## config.mk

```make
export PLATFORM = sky130hd
export DESIGN_NAME = shift_port_host_flat
export DESIGN_NICKNAME = d
export VERILOG_FILES = /design/src/rtl/shift_port_pkg.sv /design/src/rtl/shift_link_if.sv /design/src/rtl/shift_port_host.sv /design/src/flat_wrapper.sv
export SDC_FILE = /design/constraint.sdc
export NUM_CORES = 1
export LEC_CHECK = 0
export BUFFER_PORTS_ARGS = -buffer_cell sky130_fd_sc_hd__buf_2
export CAP_MARGIN = 30
export CORE_MARGIN = 2
export CORE_UTILIZATION = 42
export CTS_CLUSTER_DIAMETER = 150
export DETAILED_ROUTE_END_ITERATION = 12
export PLACE_DENSITY = 0.89
export SLEW_MARGIN = 30
export SYNTH_ARGS = -nofsm -noshare
export SYNTH_HDL_FRONTEND = slang
export SYNTH_SLANG_ARGS = --single-unit
```

## constraint.sdc

```tcl
create_clock -name pclk -period 1.9 [get_ports pclk]
set_input_delay 0.095 -clock pclk [delete_from_list [all_inputs] [get_ports pclk]]
set_output_delay 0.095 -clock pclk [all_outputs]
set_load 0.03 [all_outputs]
```

## src/rtl/shift_port_pkg.sv

```systemverilog
`default_nettype none
package shift_port_pkg;
  localparam logic [7:0] OFF_IRQ_DISABLE = 8'hc2;
  localparam logic [7:0] OFF_SHIFT_DATA  = 8'hdd;
  localparam logic [3:0] BITS_PER_XFER   = 4'h8;
  localparam int         DATA_W          = 8;
  localparam int         CNT_W           = 4;
  // Host-side APB map, one word each
  localparam logic [7:0] APB_CTRL        = 8'h00;
  localparam logic [7:0] APB_DATA        = 8'h04;
  localparam logic [7:0] APB_STATUS      = 8'h08;
  localparam logic [7:0] APB_IRQ_CLR     = 8'h0c;
  localparam logic [7:0] APB_IRQ_EN      = 8'h10;
  localparam logic [7:0] APB_SCL_CTRL    = 8'h14;
  // CTRL and SCL_CTRL fields
  localparam int CTRL_OD_BIT   = 0;
  localparam int CTRL_ACK_BIT  = 1;
  localparam int SCL_LEVEL_BIT = 0;
  localparam int SCL_DRIVE_BIT = 1;
  // STATUS fields: sticky event bits
  localparam int ST_DONE_BIT   = 0;
  localparam int ST_NUM        = 1;
  localparam int PERIOD_REG_W  = 16;
endpackage : shift_port_pkg
`default_nettype wire

```

## src/rtl/shift_link_if.sv

```systemverilog
`default_nettype none
interface shift_link_if;
  // Shift clock, open-drain style: low when any side drives low
  logic scl_dev_o;
  logic scl_dev_oe;
  logic scl_host_o;
  logic scl_host_oe;
  logic sin_host_o;
  logic sin_host_oe;
  logic sout_o;
  logic sout_oe;
  logic irq_n;
  logic [7:0] reg_addr;
  logic       reg_wr;
  logic       reg_rd;
  logic [7:0] reg_wdata;
  logic [7:0] reg_rdata;
  logic       scl_line;
  logic       sin_line;
  assign scl_line = !((scl_dev_oe && !scl_dev_o) || (scl_host_oe && !scl_host_o));
  assign sin_line = !((sin_host_oe && !sin_host_o) || (sout_oe && !sout_o));
  modport device (input scl_line, input sin_line, output scl_dev_o, output scl_dev_oe,
                  output sout_o, output sout_oe, output irq_n, input reg_addr, input reg_wr,
                  input reg_rd, input reg_wdata, output reg_rdata);
  modport host (input scl_line, input sin_line, output scl_host_o, output scl_host_oe,
                output sin_host_o, output sin_host_oe, input irq_n, output reg_addr,
                output reg_wr, output reg_rd, output reg_wdata, input reg_rdata);
endinterface : shift_link_if
`default_nettype wire

```

## src/rtl/shift_port_host.sv

```systemverilog
// Local design decision: the APB interface to the registers.
`default_nettype none
module shift_port_host (
  input  wire logic        pclk,
  input  wire logic        presetn,
  input  wire logic        psel,
  input  wire logic        penable,
  input  wire logic        pwrite,
  input  wire logic [7:0]  paddr,
  input  wire logic [31:0] pwdata,
  output logic      [31:0] prdata,
  output logic             pready,
  output logic             pslverr,
  output logic             od_sel,
  output logic             irq,
  shift_link_if.host       link
);
  typedef struct packed {
    logic [2:0]  irqn_sync;
    logic [1:0]  ctrl;
    logic [1:0]  scl_ctrl;
    logic        status;
    logic        irq_en;
    logic        irq;
    logic [31:0] prdata;
    logic        pready;
    logic        rd_pend;
    logic        dwr;
    logic        dwr_dis;
    logic [7:0]  wdata;
  } state_t;
  state_t s_q, s_d;
  logic   irq_fall;
  logic   acc;
  ////////////////////////////////////////////////////////////////
  always_comb begin
    s_d = s_q;
    s_d.irqn_sync = {s_q.irqn_sync[1:0], link.irq_n};
    irq_fall = s_q.irqn_sync[2] && !s_q.irqn_sync[1];
    acc = psel && penable && !s_q.pready;
    s_d.pready = acc;
    s_d.dwr = 1'b0;
    s_d.dwr_dis = 1'b0;
    if (acc && pwrite) begin
      case (paddr)
        shift_port_pkg::APB_CTRL:     s_d.ctrl = pwdata[1:0];
        shift_port_pkg::APB_DATA: begin
          s_d.dwr   = 1'b1;
          s_d.wdata = pwdata[7:0];
        end
        shift_port_pkg::APB_IRQ_EN:   s_d.irq_en = pwdata[0];
        shift_port_pkg::APB_SCL_CTRL: s_d.scl_ctrl = pwdata[1:0];
        shift_port_pkg::APB_STATUS:   s_d.dwr_dis = 1'b1;  // Dummy write disarms device
        default: ;
      endcase
    end
    if (acc && pwrite && paddr == shift_port_pkg::APB_IRQ_CLR && pwdata[0]) s_d.status = 1'b0;
    if (irq_fall) s_d.status = 1'b1;  // Set wins over clear
    s_d.irq = s_d.status && s_d.irq_en;
    if (acc && !pwrite) begin
      case (paddr)
        shift_port_pkg::APB_CTRL:     s_d.prdata = {30'h0, s_q.ctrl};
        shift_port_pkg::APB_DATA:     s_d.prdata = {24'h0, link.reg_rdata};
        shift_port_pkg::APB_STATUS:   s_d.prdata = {31'h0, s_q.status};
        shift_port_pkg::APB_IRQ_EN:   s_d.prdata = {31'h0, s_q.irq_en};
        shift_port_pkg::APB_SCL_CTRL: s_d.prdata = {30'h0, s_q.scl_ctrl};
        default:                      s_d.prdata = 32'h0;
      endcase
    end
  end
  ////////////////////////////////////////////////////////////////
  always_ff @(posedge pclk or negedge presetn) begin
    if (!presetn) begin
      s_q <= '{irqn_sync: 3'h7, default: '0};
    end else begin
      s_q <= s_d;
    end
  end
  // Device read data is registered from the address, so it lags a cycle; the address rests on the data offset
  assign link.reg_addr  = s_q.dwr ? shift_port_pkg::OFF_SHIFT_DATA :
                          s_q.dwr_dis ? shift_port_pkg::OFF_IRQ_DISABLE : shift_port_pkg::OFF_SHIFT_DATA;
  assign link.reg_wr    = s_q.dwr || s_q.dwr_dis;
  assign link.reg_rd    = 1'b0;
  assign link.reg_wdata = s_q.wdata;
  assign link.scl_host_o  = s_q.scl_ctrl[shift_port_pkg::SCL_LEVEL_BIT];
  assign link.scl_host_oe = s_q.scl_ctrl[shift_port_pkg::SCL_DRIVE_BIT] &&
                            !s_q.scl_ctrl[shift_port_pkg::SCL_LEVEL_BIT];
  assign link.sin_host_o  = 1'b0;
  assign link.sin_host_oe = s_q.ctrl[shift_port_pkg::CTRL_ACK_BIT];
  assign od_sel  = s_q.ctrl[shift_port_pkg::CTRL_OD_BIT];
  assign prdata  = s_q.prdata;
  assign pready  = s_q.pready;
  assign pslverr = 1'b0;
  assign irq     = s_q.irq;
endmodule : shift_port_host
`default_nettype wire

```

## src/flat_wrapper.sv

```systemverilog
// flat-port wrapper written by rule: the top's interface ports become plain ports
module shift_port_host_flat 
  (pclk, presetn, psel, penable, pwrite, paddr, pwdata, prdata, pready, pslverr, od_sel, irq, link_scl_host_o, link_scl_host_oe, link_sin_host_o, link_sin_host_oe, link_irq_n, link_reg_addr, link_reg_wr, link_reg_rd, link_reg_wdata, link_reg_rdata);
  shift_link_if link_i ();
  input  wire logic pclk;
  input  wire logic presetn;
  input  wire logic psel;
  input  wire logic penable;
  input  wire logic pwrite;
  input  wire logic [7:0] paddr;
  input  wire logic [31:0] pwdata;
  output logic      [31:0] prdata;
  output logic pready;
  output logic pslverr;
  output logic od_sel;
  output logic irq;
  output wire logic [$bits(link_i.scl_host_o)-1:0] link_scl_host_o;
  output wire logic [$bits(link_i.scl_host_oe)-1:0] link_scl_host_oe;
  output wire logic [$bits(link_i.sin_host_o)-1:0] link_sin_host_o;
  output wire logic [$bits(link_i.sin_host_oe)-1:0] link_sin_host_oe;
  input wire logic [$bits(link_i.irq_n)-1:0] link_irq_n;
  output wire logic [$bits(link_i.reg_addr)-1:0] link_reg_addr;
  output wire logic [$bits(link_i.reg_wr)-1:0] link_reg_wr;
  output wire logic [$bits(link_i.reg_rd)-1:0] link_reg_rd;
  output wire logic [$bits(link_i.reg_wdata)-1:0] link_reg_wdata;
  input wire logic [$bits(link_i.reg_rdata)-1:0] link_reg_rdata;
  assign link_scl_host_o = link_i.scl_host_o;
  assign link_scl_host_oe = link_i.scl_host_oe;
  assign link_sin_host_o = link_i.sin_host_o;
  assign link_sin_host_oe = link_i.sin_host_oe;
  assign link_i.irq_n = link_irq_n;
  assign link_reg_addr = link_i.reg_addr;
  assign link_reg_wr = link_i.reg_wr;
  assign link_reg_rd = link_i.reg_rd;
  assign link_reg_wdata = link_i.reg_wdata;
  assign link_i.reg_rdata = link_reg_rdata;
  shift_port_host u_core (.pclk(pclk), .presetn(presetn), .psel(psel), .penable(penable), .pwrite(pwrite), .paddr(paddr), .pwdata(pwdata), .prdata(prdata), .pready(pready), .pslverr(pslverr), .od_sel(od_sel), .irq(irq), .link(link_i));
endmodule
```

After elaboration in Yosys (flattened, before gate mapping)
Index checks and enable logic that the tools add are counted.
{"block": "totals", "ff_bits": 53, "input_bits": 54, "out_inout_bits": 58, "word_cells": 45}
{"block": "op_classes", "eq_ne": 5, "mux": 11, "n_reduce_logical": 18}
{"operator": "$pmux W8 S5", "count": 1}
{"operator": "$eq A8 B4 Y1 const B", "count": 2}
{"operator": "$eq A8 B5 Y1 const B", "count": 2}
{"operator": "$mux W8", "count": 2}
{"operator": "$mux W10", "count": 1}
{"operator": "$logic_and A1 B1 Y1", "count": 9}
{"operator": "$eq A8 B3 Y1 const B", "count": 1}
{"operator": "$logic_not A8 Y1", "count": 1}
{"operator": "$mux W1", "count": 6}
{"operator": "$reduce_and A2 Y1", "count": 3}
{"operator": "$mux W5", "count": 1}
{"operator": "$logic_not A1 Y1", "count": 4}
{"operator": "$logic_or A1 B1 Y1", "count": 1}

Logic depth before layout (Yosys ltp)
Gate-level depths: netlist of run 1.
{"block": "depth", "ltp_word": 8, "depth_mapped": 4, "ltp_nobuf": 3}

Worst setup path before layout of run 1
OpenSTA, ideal clock, no wires.
{"block": "synth_timing", "path_type": "flip-flop to flip-flop", "startpoint": "register u_core.s_q, in the netlist u_core.pready", "endpoint": "register u_core.s_q, in the netlist u_core.link.reg_wdata[0]", "setup_time_ns": 0.125, "arrival_ns": 1.440, "required_ns": 1.775, "slack_ns": 0.335, "stages_incl_launch_ff": 5, "n_path_buf": 1, "synth_period_minus_slack_ns": 1.565, "cell_sequence": "dfrtp_1 and4b_1 clkbuf_1 nand3_2 mux2_2"}
{"block": "synth_via", "elab_chain_len": 4}
{"item": "from (decl)", "line": "shift_port_host.sv:32", "source": "state_t s_q, s_d;"}
{"item": "from (signal assigned)", "line": "shift_port_host.sv:74", "source": "s_q <= '{irqn_sync: 3'h7, default: '0};"}
{"item": "from (signal assigned)", "line": "shift_port_host.sv:76", "source": "s_q <= s_d;"}
{"item": "$logic_not A1 Y1", "line": "shift_port_host.sv:40", "source": "acc = psel && penable && !s_q.pready;"}
{"item": "$logic_and A1 B1 Y1", "line": "shift_port_host.sv:40"}
{"item": "$logic_and A1 B1 Y1", "line": "shift_port_host.sv:44", "source": "if (acc && pwrite) begin"}
{"item": "$reduce_and A2 Y1 (no line)"}
Every way passes these cells.
A chain may end at the register's enable or synchronous reset.

Worst setup path after layout of run 1
{"block": "layout_timing", "startpoint": "register u_core.s_q, in the netlist u_core.pready", "endpoint": "register u_core.s_q, in the netlist u_core.link.reg_wdata[1]"}
The elaborated chain is that of the path after synthesis.

==> results of run 1 <==
## through the flow
step / std cells / hold WS [ns] / setup slack (ns) / util (%) / power, µW
floorplan: 174 / -0.201 / 0.335 / - / 825
global placement: 228 / 0.154 / 0.410 / 46.6 / 834
detailed placement: 228 / 0.158 / 0.401 / 46.6 / 838
CTS: 238 / 0.0212 / 0.388 / 50.2 / 1500
global route: 238 / 0.0160 / 0.272 / 50.2 / 1550
finish: 238 / 0.0321 / 0.397 / 50.2 / 1480
## sequential cells by signal, summed over array words and instances (netlist names)
signal	count
u_core.pready	1
u_core.od_sel	1
u_core.link.sin_host_oe	1
u_core.link.scl_host_o	1
u_core.link.reg_wdata	8
u_core.irq	1
u_core.s_q	6
u_core.s_d	2
u_core.prdata	8
## synth_stat cells (2+ instances only)
cell type  number
buf_4          50
mux2_2          9
nand2_1         7
dfstp_2         3
clkbuf_1        2
conb_1          2
a22o_1          6
nor4_2          2
nand3_1         2
mux2_1          4
nor3_1          3
dfrtp_1        26
nor4b_2         2
a21oi_1         2
inv_1           3
nor2b_1         2
## cell families (layout without fill, tap and decap cells)
| kind of cell | Yosys count | in the layout | synth area share, % |
|---|---|---|---|
| AND/OR/NAND/NOR | 32 | 32 | 14.6 |
| flip-flops | 29 | 29 | 43.7 |
| other | 2 | 30 | 0.450 |
| multiplexers | 15 | 15 | 11.0 |
| AO/OA/AOI/OAI | 13 | 13 | 6.68 |
| buffers and inverters | 55 | 71 | 23.6 |
## worst register-to-register path, stage by stage, from the launching register on
cell and delay [ns]:
dfrtp_1 0.41, and4b_1 0.38, nand3_2 0.25, mux2_2 0.35
## metal layers
metal  wire length [µm]  share of wire (%)  vias up  global-route usage [%]
met3                261                8.8        4                    5.91
li1                   -                  -      517                       -
met4                 21               0.71        0                    5.36
met2               1540                 52       61                    24.6
met5                  0                  0        -                       0
met1               1160                 39      511                    16.5
## layout make-up
class	instances	area [µm²]
clock inverter	1	30.0
tap	48	60.1
multi-input combinational	90	649
clock buffer	7	86.3
fill	342	1860
inverter	3	11.3
sequential	29	729
timing repair buffer	60	313
## cell usage in the layout, fill, tap and decap left out, types with 3 or more instances in the layout
cell,instances
mux2_2,9
dfstp_2,3
clkbuf_8,6
nor3_1,3
buf_2,57
conb_1,30
dfrtp_1,26
inv_1,3
nand2_1,7
mux2_1,4
a22o_1,6
## worst min-delay path by stage
stage / from / to / slack, ns / depth (start not counted)
2_1_floorplan: presetn / u_core.irq / -0.20 / 0
3_5_place_dp: presetn / u_core.prdata[6] / 0.16 / 1
4_1_cts: link_reg_rdata[3] / u_core.prdata[3] / 0.02 / 2
6_report: link_reg_rdata[3] / u_core.prdata[3] / 0.03 / 2
5_1_grt: link_reg_rdata[7] / u_core.prdata[7] / 0.02 / 2
3_3_place_gp: presetn / u_core.pready / 0.15 / 1
## power groups by stage
stage          logic (µW)  clock network (µW)  registers (µW)
2_1_floorplan         174                   0             651
3_3_place_gp          188                   0             646
3_5_place_dp          191                   0             647
4_1_cts               194                 671             636
5_1_grt               212                 702             637
6_report              195                 654             636
## timing repair
| item | in CTS | in global routing |
|---|---|---|
| setup buffers | 0 | 0 |
| hold buffers | 2 | 0 |
| endpoints found under the hold margin | 27 | 0 |
==> flow_summary_export.csv, run 1 <==
group,metric,value,unit
status,status,"finished, final reports clean",
floorplanning,io_pins,112,
worst_setup_path,crit_chain,"and4b_1, nand3_2, mux2_2",
clock_network,cts_made_buffers,5,
detailed_routing,drtIter0Drc,28,
worst_setup_path,critPathLaunch,"u_core.pready",
floorplanning,die_area,0.00449,mm²
timing,relSlewSlack,56.4,%
clock_network,clk_pin_slew,0.06,ns
power,p_clk_share,44.0,%
worst_setup_path,cp_num_buf_inv,0,
global_route,grt_use_total,14.6,%
worst_setup_path,critPathRequiredTime,2.06,ns
cells_and_area,drive_above_1_share,46.3,%
cells_and_area,num_antenna_cells,0,
yosys,synth-edff-count,0,
detailed_routing,via_count,1093,
worst_setup_path,cp.arrival,1.67,ns
detailed_routing,viasPerCell,4.59,
placed_design,hpwl,2.34,mm
min_path,holdCritPathClass,"input port to flop",
worst_setup_path,path_class,"flop to flop",
clock_network,h-tree-depth,2,
timing,fin_worst_skew,0.00321,ns
detailed_routing,wl_per_cell,12.5,µm
power,p_sw,379,µW
worst_setup_path,reg2reg_to,"u_core.link.reg_wdata[1]",
yosys,synth.yosys.seq_area_share,43.7,%
timing,fin_crit,1.50,ns
clock_network,cts-root-buf,"clkbuf_8",
cells_and_area,finalInstanceArea,0.00188,mm²
floorplanning,row_count,22,
power,combPwrFrac,13.1,%
worst_setup_path,startpoint_type,"flop",
worst_setup_path,reg2reg_from,"u_core.pready",
detailed_routing,drc,0,
timing,drv_slew,0,
clock_network,clk_latency,0.28,ns
placed_design,portBuffers,57,
placed_design,place.gp.congestion,0.761,
cells_and_area,nNetsFinal,243,
yosys,yosysWarnings,0,
clock_network,numClockSinks,29,
global_route,grt_pass1_wl,4.70,mm
yosys,synth_top_cell_area_share,39.0,%
power,swShare,25.5,%
worst_setup_path,path_delay_family,"simple AND/OR/NAND/NOR gates",
yosys,yosysUniqueCellTypes,37,
worst_setup_path,crit_path_max_fanout,8,
worst_setup_path,regToRegSetupSlack,0.40,ns
yosys,synth_area_per_cell,11.4,µm²
yosys,syn_inst,146,
timing,timing.final.crit_share,79.1,%
worst_setup_path,cp_slowest_cell,"dfrtp_1",
detailed_routing,drt_first_pass_iters,4,
timing,fmax,666,MHz
yosys,synth-seq-cells,29,
clock_network,cts_tree,"done",
yosys,synth_ff_type,"dfrtp_1",
power,p_leak,0.00103,µW
worst_setup_path,crit_path_end,"u_core.link.reg_wdata[1]",
clock_network,cts_resized,0,
yosys,netlist_area,0.00167,mm²
yosys,yosysTopAreaCell,"dfrtp_1",
global_route,gr-total-overflow,0,
power,irDropWorstVdd,0.408,mV
power,p_int,1110,µW
global_route,grt_max_degree,30,
floorplanning,core,0.00374,mm²
worst_setup_path,max_stage_delay,0.41,ns
worst_setup_path,reg2reg_depth,3,
detailed_routing,drt_wl_total,2.98,mm
floorplanning,die_h,67.0,µm
power,seqPwrFrac,42.9,%
cells_and_area,syn_to_final_growth,12.7,%
global_route,antenna_found_initial,0,
yosys,async_flop_share,100,%
power,pwr_density_cell,790,mW/mm²
timing,final-hold-violation-count,0,
worst_setup_path,cp-end-kind,"flop",
timing,tightest_slew,0.653,ns
timing,setup_violations,0,
global_route,grt_pass1_vias,1028,
floorplanning,initial_core_util,44.6,%
timing,rsz0062_at_grt,"no",
timing,final.setup.tns,0,ns
placed_design,placed_cell_area,0.00174,mm²
flow_run,drv_cap,0,
worst_setup_path,cp.depth,3,
floorplanning,chipWidth,67.0,µm
clock_network,clock_path_buffers,2,
detailed_routing,ant_nets,0,
yosys,yosys-top-cells-area,"dfrtp_1, buf_4, mux2_2",
(Power assumes the default switching activity.)
==> inputs of run 2 (changes only) <==
- clock period: 1.9 -> 1.6 ns (I/O delays scaled with it)
==> run 2 against run 1 <==
  * Final area is 0.73% higher
  * Combinational power is 21% higher
  * Non-clock buffer count is 2 higher
  * Global-route usage is 0.33 points higher
  * Wire length is 0.61% higher
  * Power is 16% higher
  * Final cell count is 0.84% higher
  * Largest power group is now registers
  * Highest routed layer unchanged
==> flow_summary_export.csv, run 2 (synthesized netlist as in run 1, its figures left out) <==
group,metric,value,unit
worst_setup_path,reg2reg_from,"u_core.pready",
timing,timing.final.crit_share,91.8,%
global_route,grt_use_total,15.0,%
status,status,"finished, final reports clean",
worst_setup_path,critPathRequiredTime,1.77,ns
clock_network,clk_latency,0.28,ns
worst_setup_path,path_class,"flop to flop",
worst_setup_path,cp.depth,3,
min_path,holdCritPathClass,"input port to flop",
clock_network,cts-root-buf,"clkbuf_8",
cells_and_area,drive_above_1_share,46.9,%
timing,fin_worst_skew,0.00490,ns
placed_design,hpwl,2.34,mm
floorplanning,row_count,22,
detailed_routing,wl_per_cell,12.5,µm
floorplanning,initial_core_util,44.6,%
floorplanning,chipWidth,67.0,µm
detailed_routing,drt_wl_total,2.99,mm
timing,final.setup.tns,0,ns
clock_network,cts_tree,"done",
worst_setup_path,cp.arrival,1.64,ns
power,irDropWorstVdd,0.517,mV
detailed_routing,viasPerCell,4.65,
clock_network,cts_made_buffers,5,
timing,rsz0062_at_grt,"no",
placed_design,place.gp.congestion,0.804,
global_route,grt_max_degree,30,
clock_network,numClockSinks,29,
timing,fmax,681,MHz
timing,layout_setup_ws,0.131,ns
clock_network,clk_pin_slew,0.07,ns
floorplanning,die_h,67.0,µm
timing,setup_violations,0,
power,p_leak,0.00104,µW
detailed_routing,ant_nets,0,
detailed_routing,drc,0,
clock_network,clock_path_buffers,2,
worst_setup_path,cp_num_buf_inv,0,
worst_setup_path,crit_chain,"and4b_1, nand3_1, mux2_1",
timing,tightest_slew,0.645,ns
timing,drv_slew,0,
detailed_routing,drtIter0Drc,41,
global_route,grt_pass1_vias,1043,
cells_and_area,fill_cells,340,
worst_setup_path,cp_slowest_cell,"and4b_1",
placed_design,dp_slack,0.102,ns
worst_setup_path,reg2reg_depth,3,
timing,fin_crit,1.47,ns
global_route,antenna_found_initial,0,
worst_setup_path,max_stage_delay,0.42,ns
cells_and_area,syn_to_final_growth,13.5,%
flow_run,drv_cap,0,
timing,relSlewSlack,57.0,%
cells_and_area,final_common_cell,"buf_2",
detailed_routing,via_count,1115,
power,pwr_density_cell,907,mW/mm²
worst_setup_path,critPathLaunch,"u_core.pready",
placed_design,portBuffers,57,
detailed_routing,drt_first_pass_iters,4,
worst_setup_path,startpoint_type,"flop",
worst_setup_path,crit_path_end,"u_core.od_sel",
worst_setup_path,cp-end-kind,"flop",
worst_setup_path,crit_path_max_fanout,6,
cells_and_area,final_cell_mix,"buf_2, conb_1, dfrtp_1",
floorplanning,io_pins,112,
floorplanning,die_area,0.00449,mm²
global_route,gr-total-overflow,0,
worst_setup_path,regToRegSetupSlack,0.13,ns
worst_setup_path,path_delay_family,"simple AND/OR/NAND/NOR gates",
timing,final-hold-violation-count,0,
global_route,grt_pass1_wl,4.66,mm
worst_setup_path,reg2reg_to,"u_core.od_sel",
cells_and_area,num_antenna_cells,0,
clock_network,h-tree-depth,2,
cells_and_area,final_util,50.6,%
cells_and_area,nNetsFinal,245,
floorplanning,core,0.00374,mm²
==> run 2: final cells by class <==
cell class,count,area (µm²),area share [%]
multi-input cells,90,657,34.7
repair buffers,62,328,17.3
inverters,3,11.3,0.595
clock inverters,2,35.0,1.85
well taps,48,60.1,3.17
flip-flops and latches,29,729,38.5
clock buffers,6,72.6,3.83
==> run 2: worst min-delay path by stage <==
stage                                  from          endpoint  slack (ns)  cells past startpoint
after floorplan                     presetn        u_core.irq       -0.22                      0
final                     link_reg_rdata[4]  u_core.prdata[4]        0.02                      2
after global placement              presetn     u_core.pready        0.13                      1
after CTS                 link_reg_rdata[4]  u_core.prdata[4]       0.009                      2
after global routing      link_reg_rdata[4]  u_core.prdata[4]        0.01                      2
after detailed placement            presetn     u_core.pready        0.14                      1
==> run 2: worst reg2reg max path, delay by kind of cell (launching register included) <==
family / cells / cell delay [ns]
DFF: 1 / 0.41
muxes: 1 / 0.35
and+or+nand+nor: 2 / 0.60
==> run 2: routing by layer <==
layer | up-vias | routed length, µm | track usage [%] | part of all wire [%]
met3 | 5 | 269 | 5.91 | 9.0
li1 | 522 | - | - | -
met2 | 60 | 1500 | 24.5 | 50
met1 | 528 | 1170 | 16.3 | 39
met4 | 0 | 54 | 8.42 | 1.8
met5 | - | 0 | 0 | 0
==> run 2: metrics by stage <==
step           hold WS [ns]  cells  power (µW)  area, µm²
4_1_cts             0.00943    240        1740       1890
6_report             0.0171    240        1720       1890
5_1_grt              0.0129    240        1800       1890
3_5_place_dp          0.144    230         999       1760
3_3_place_gp          0.135    230         994       1760
2_1_floorplan        -0.216    174         980       1770
==> run 2: repair_timing <==
item,CTS,global route
buffers inserted,0,0
hold buffers,2,0
hold endpoints to repair,27,0
resized for setup,0,1
endpoints found under the setup margin,0,8
==> run 2: report_power, final <==
part	switching, µW	internal, µW	total, µW
sequential	6.37	749	755
combinational	175	59.5	235
clock	267	461	728
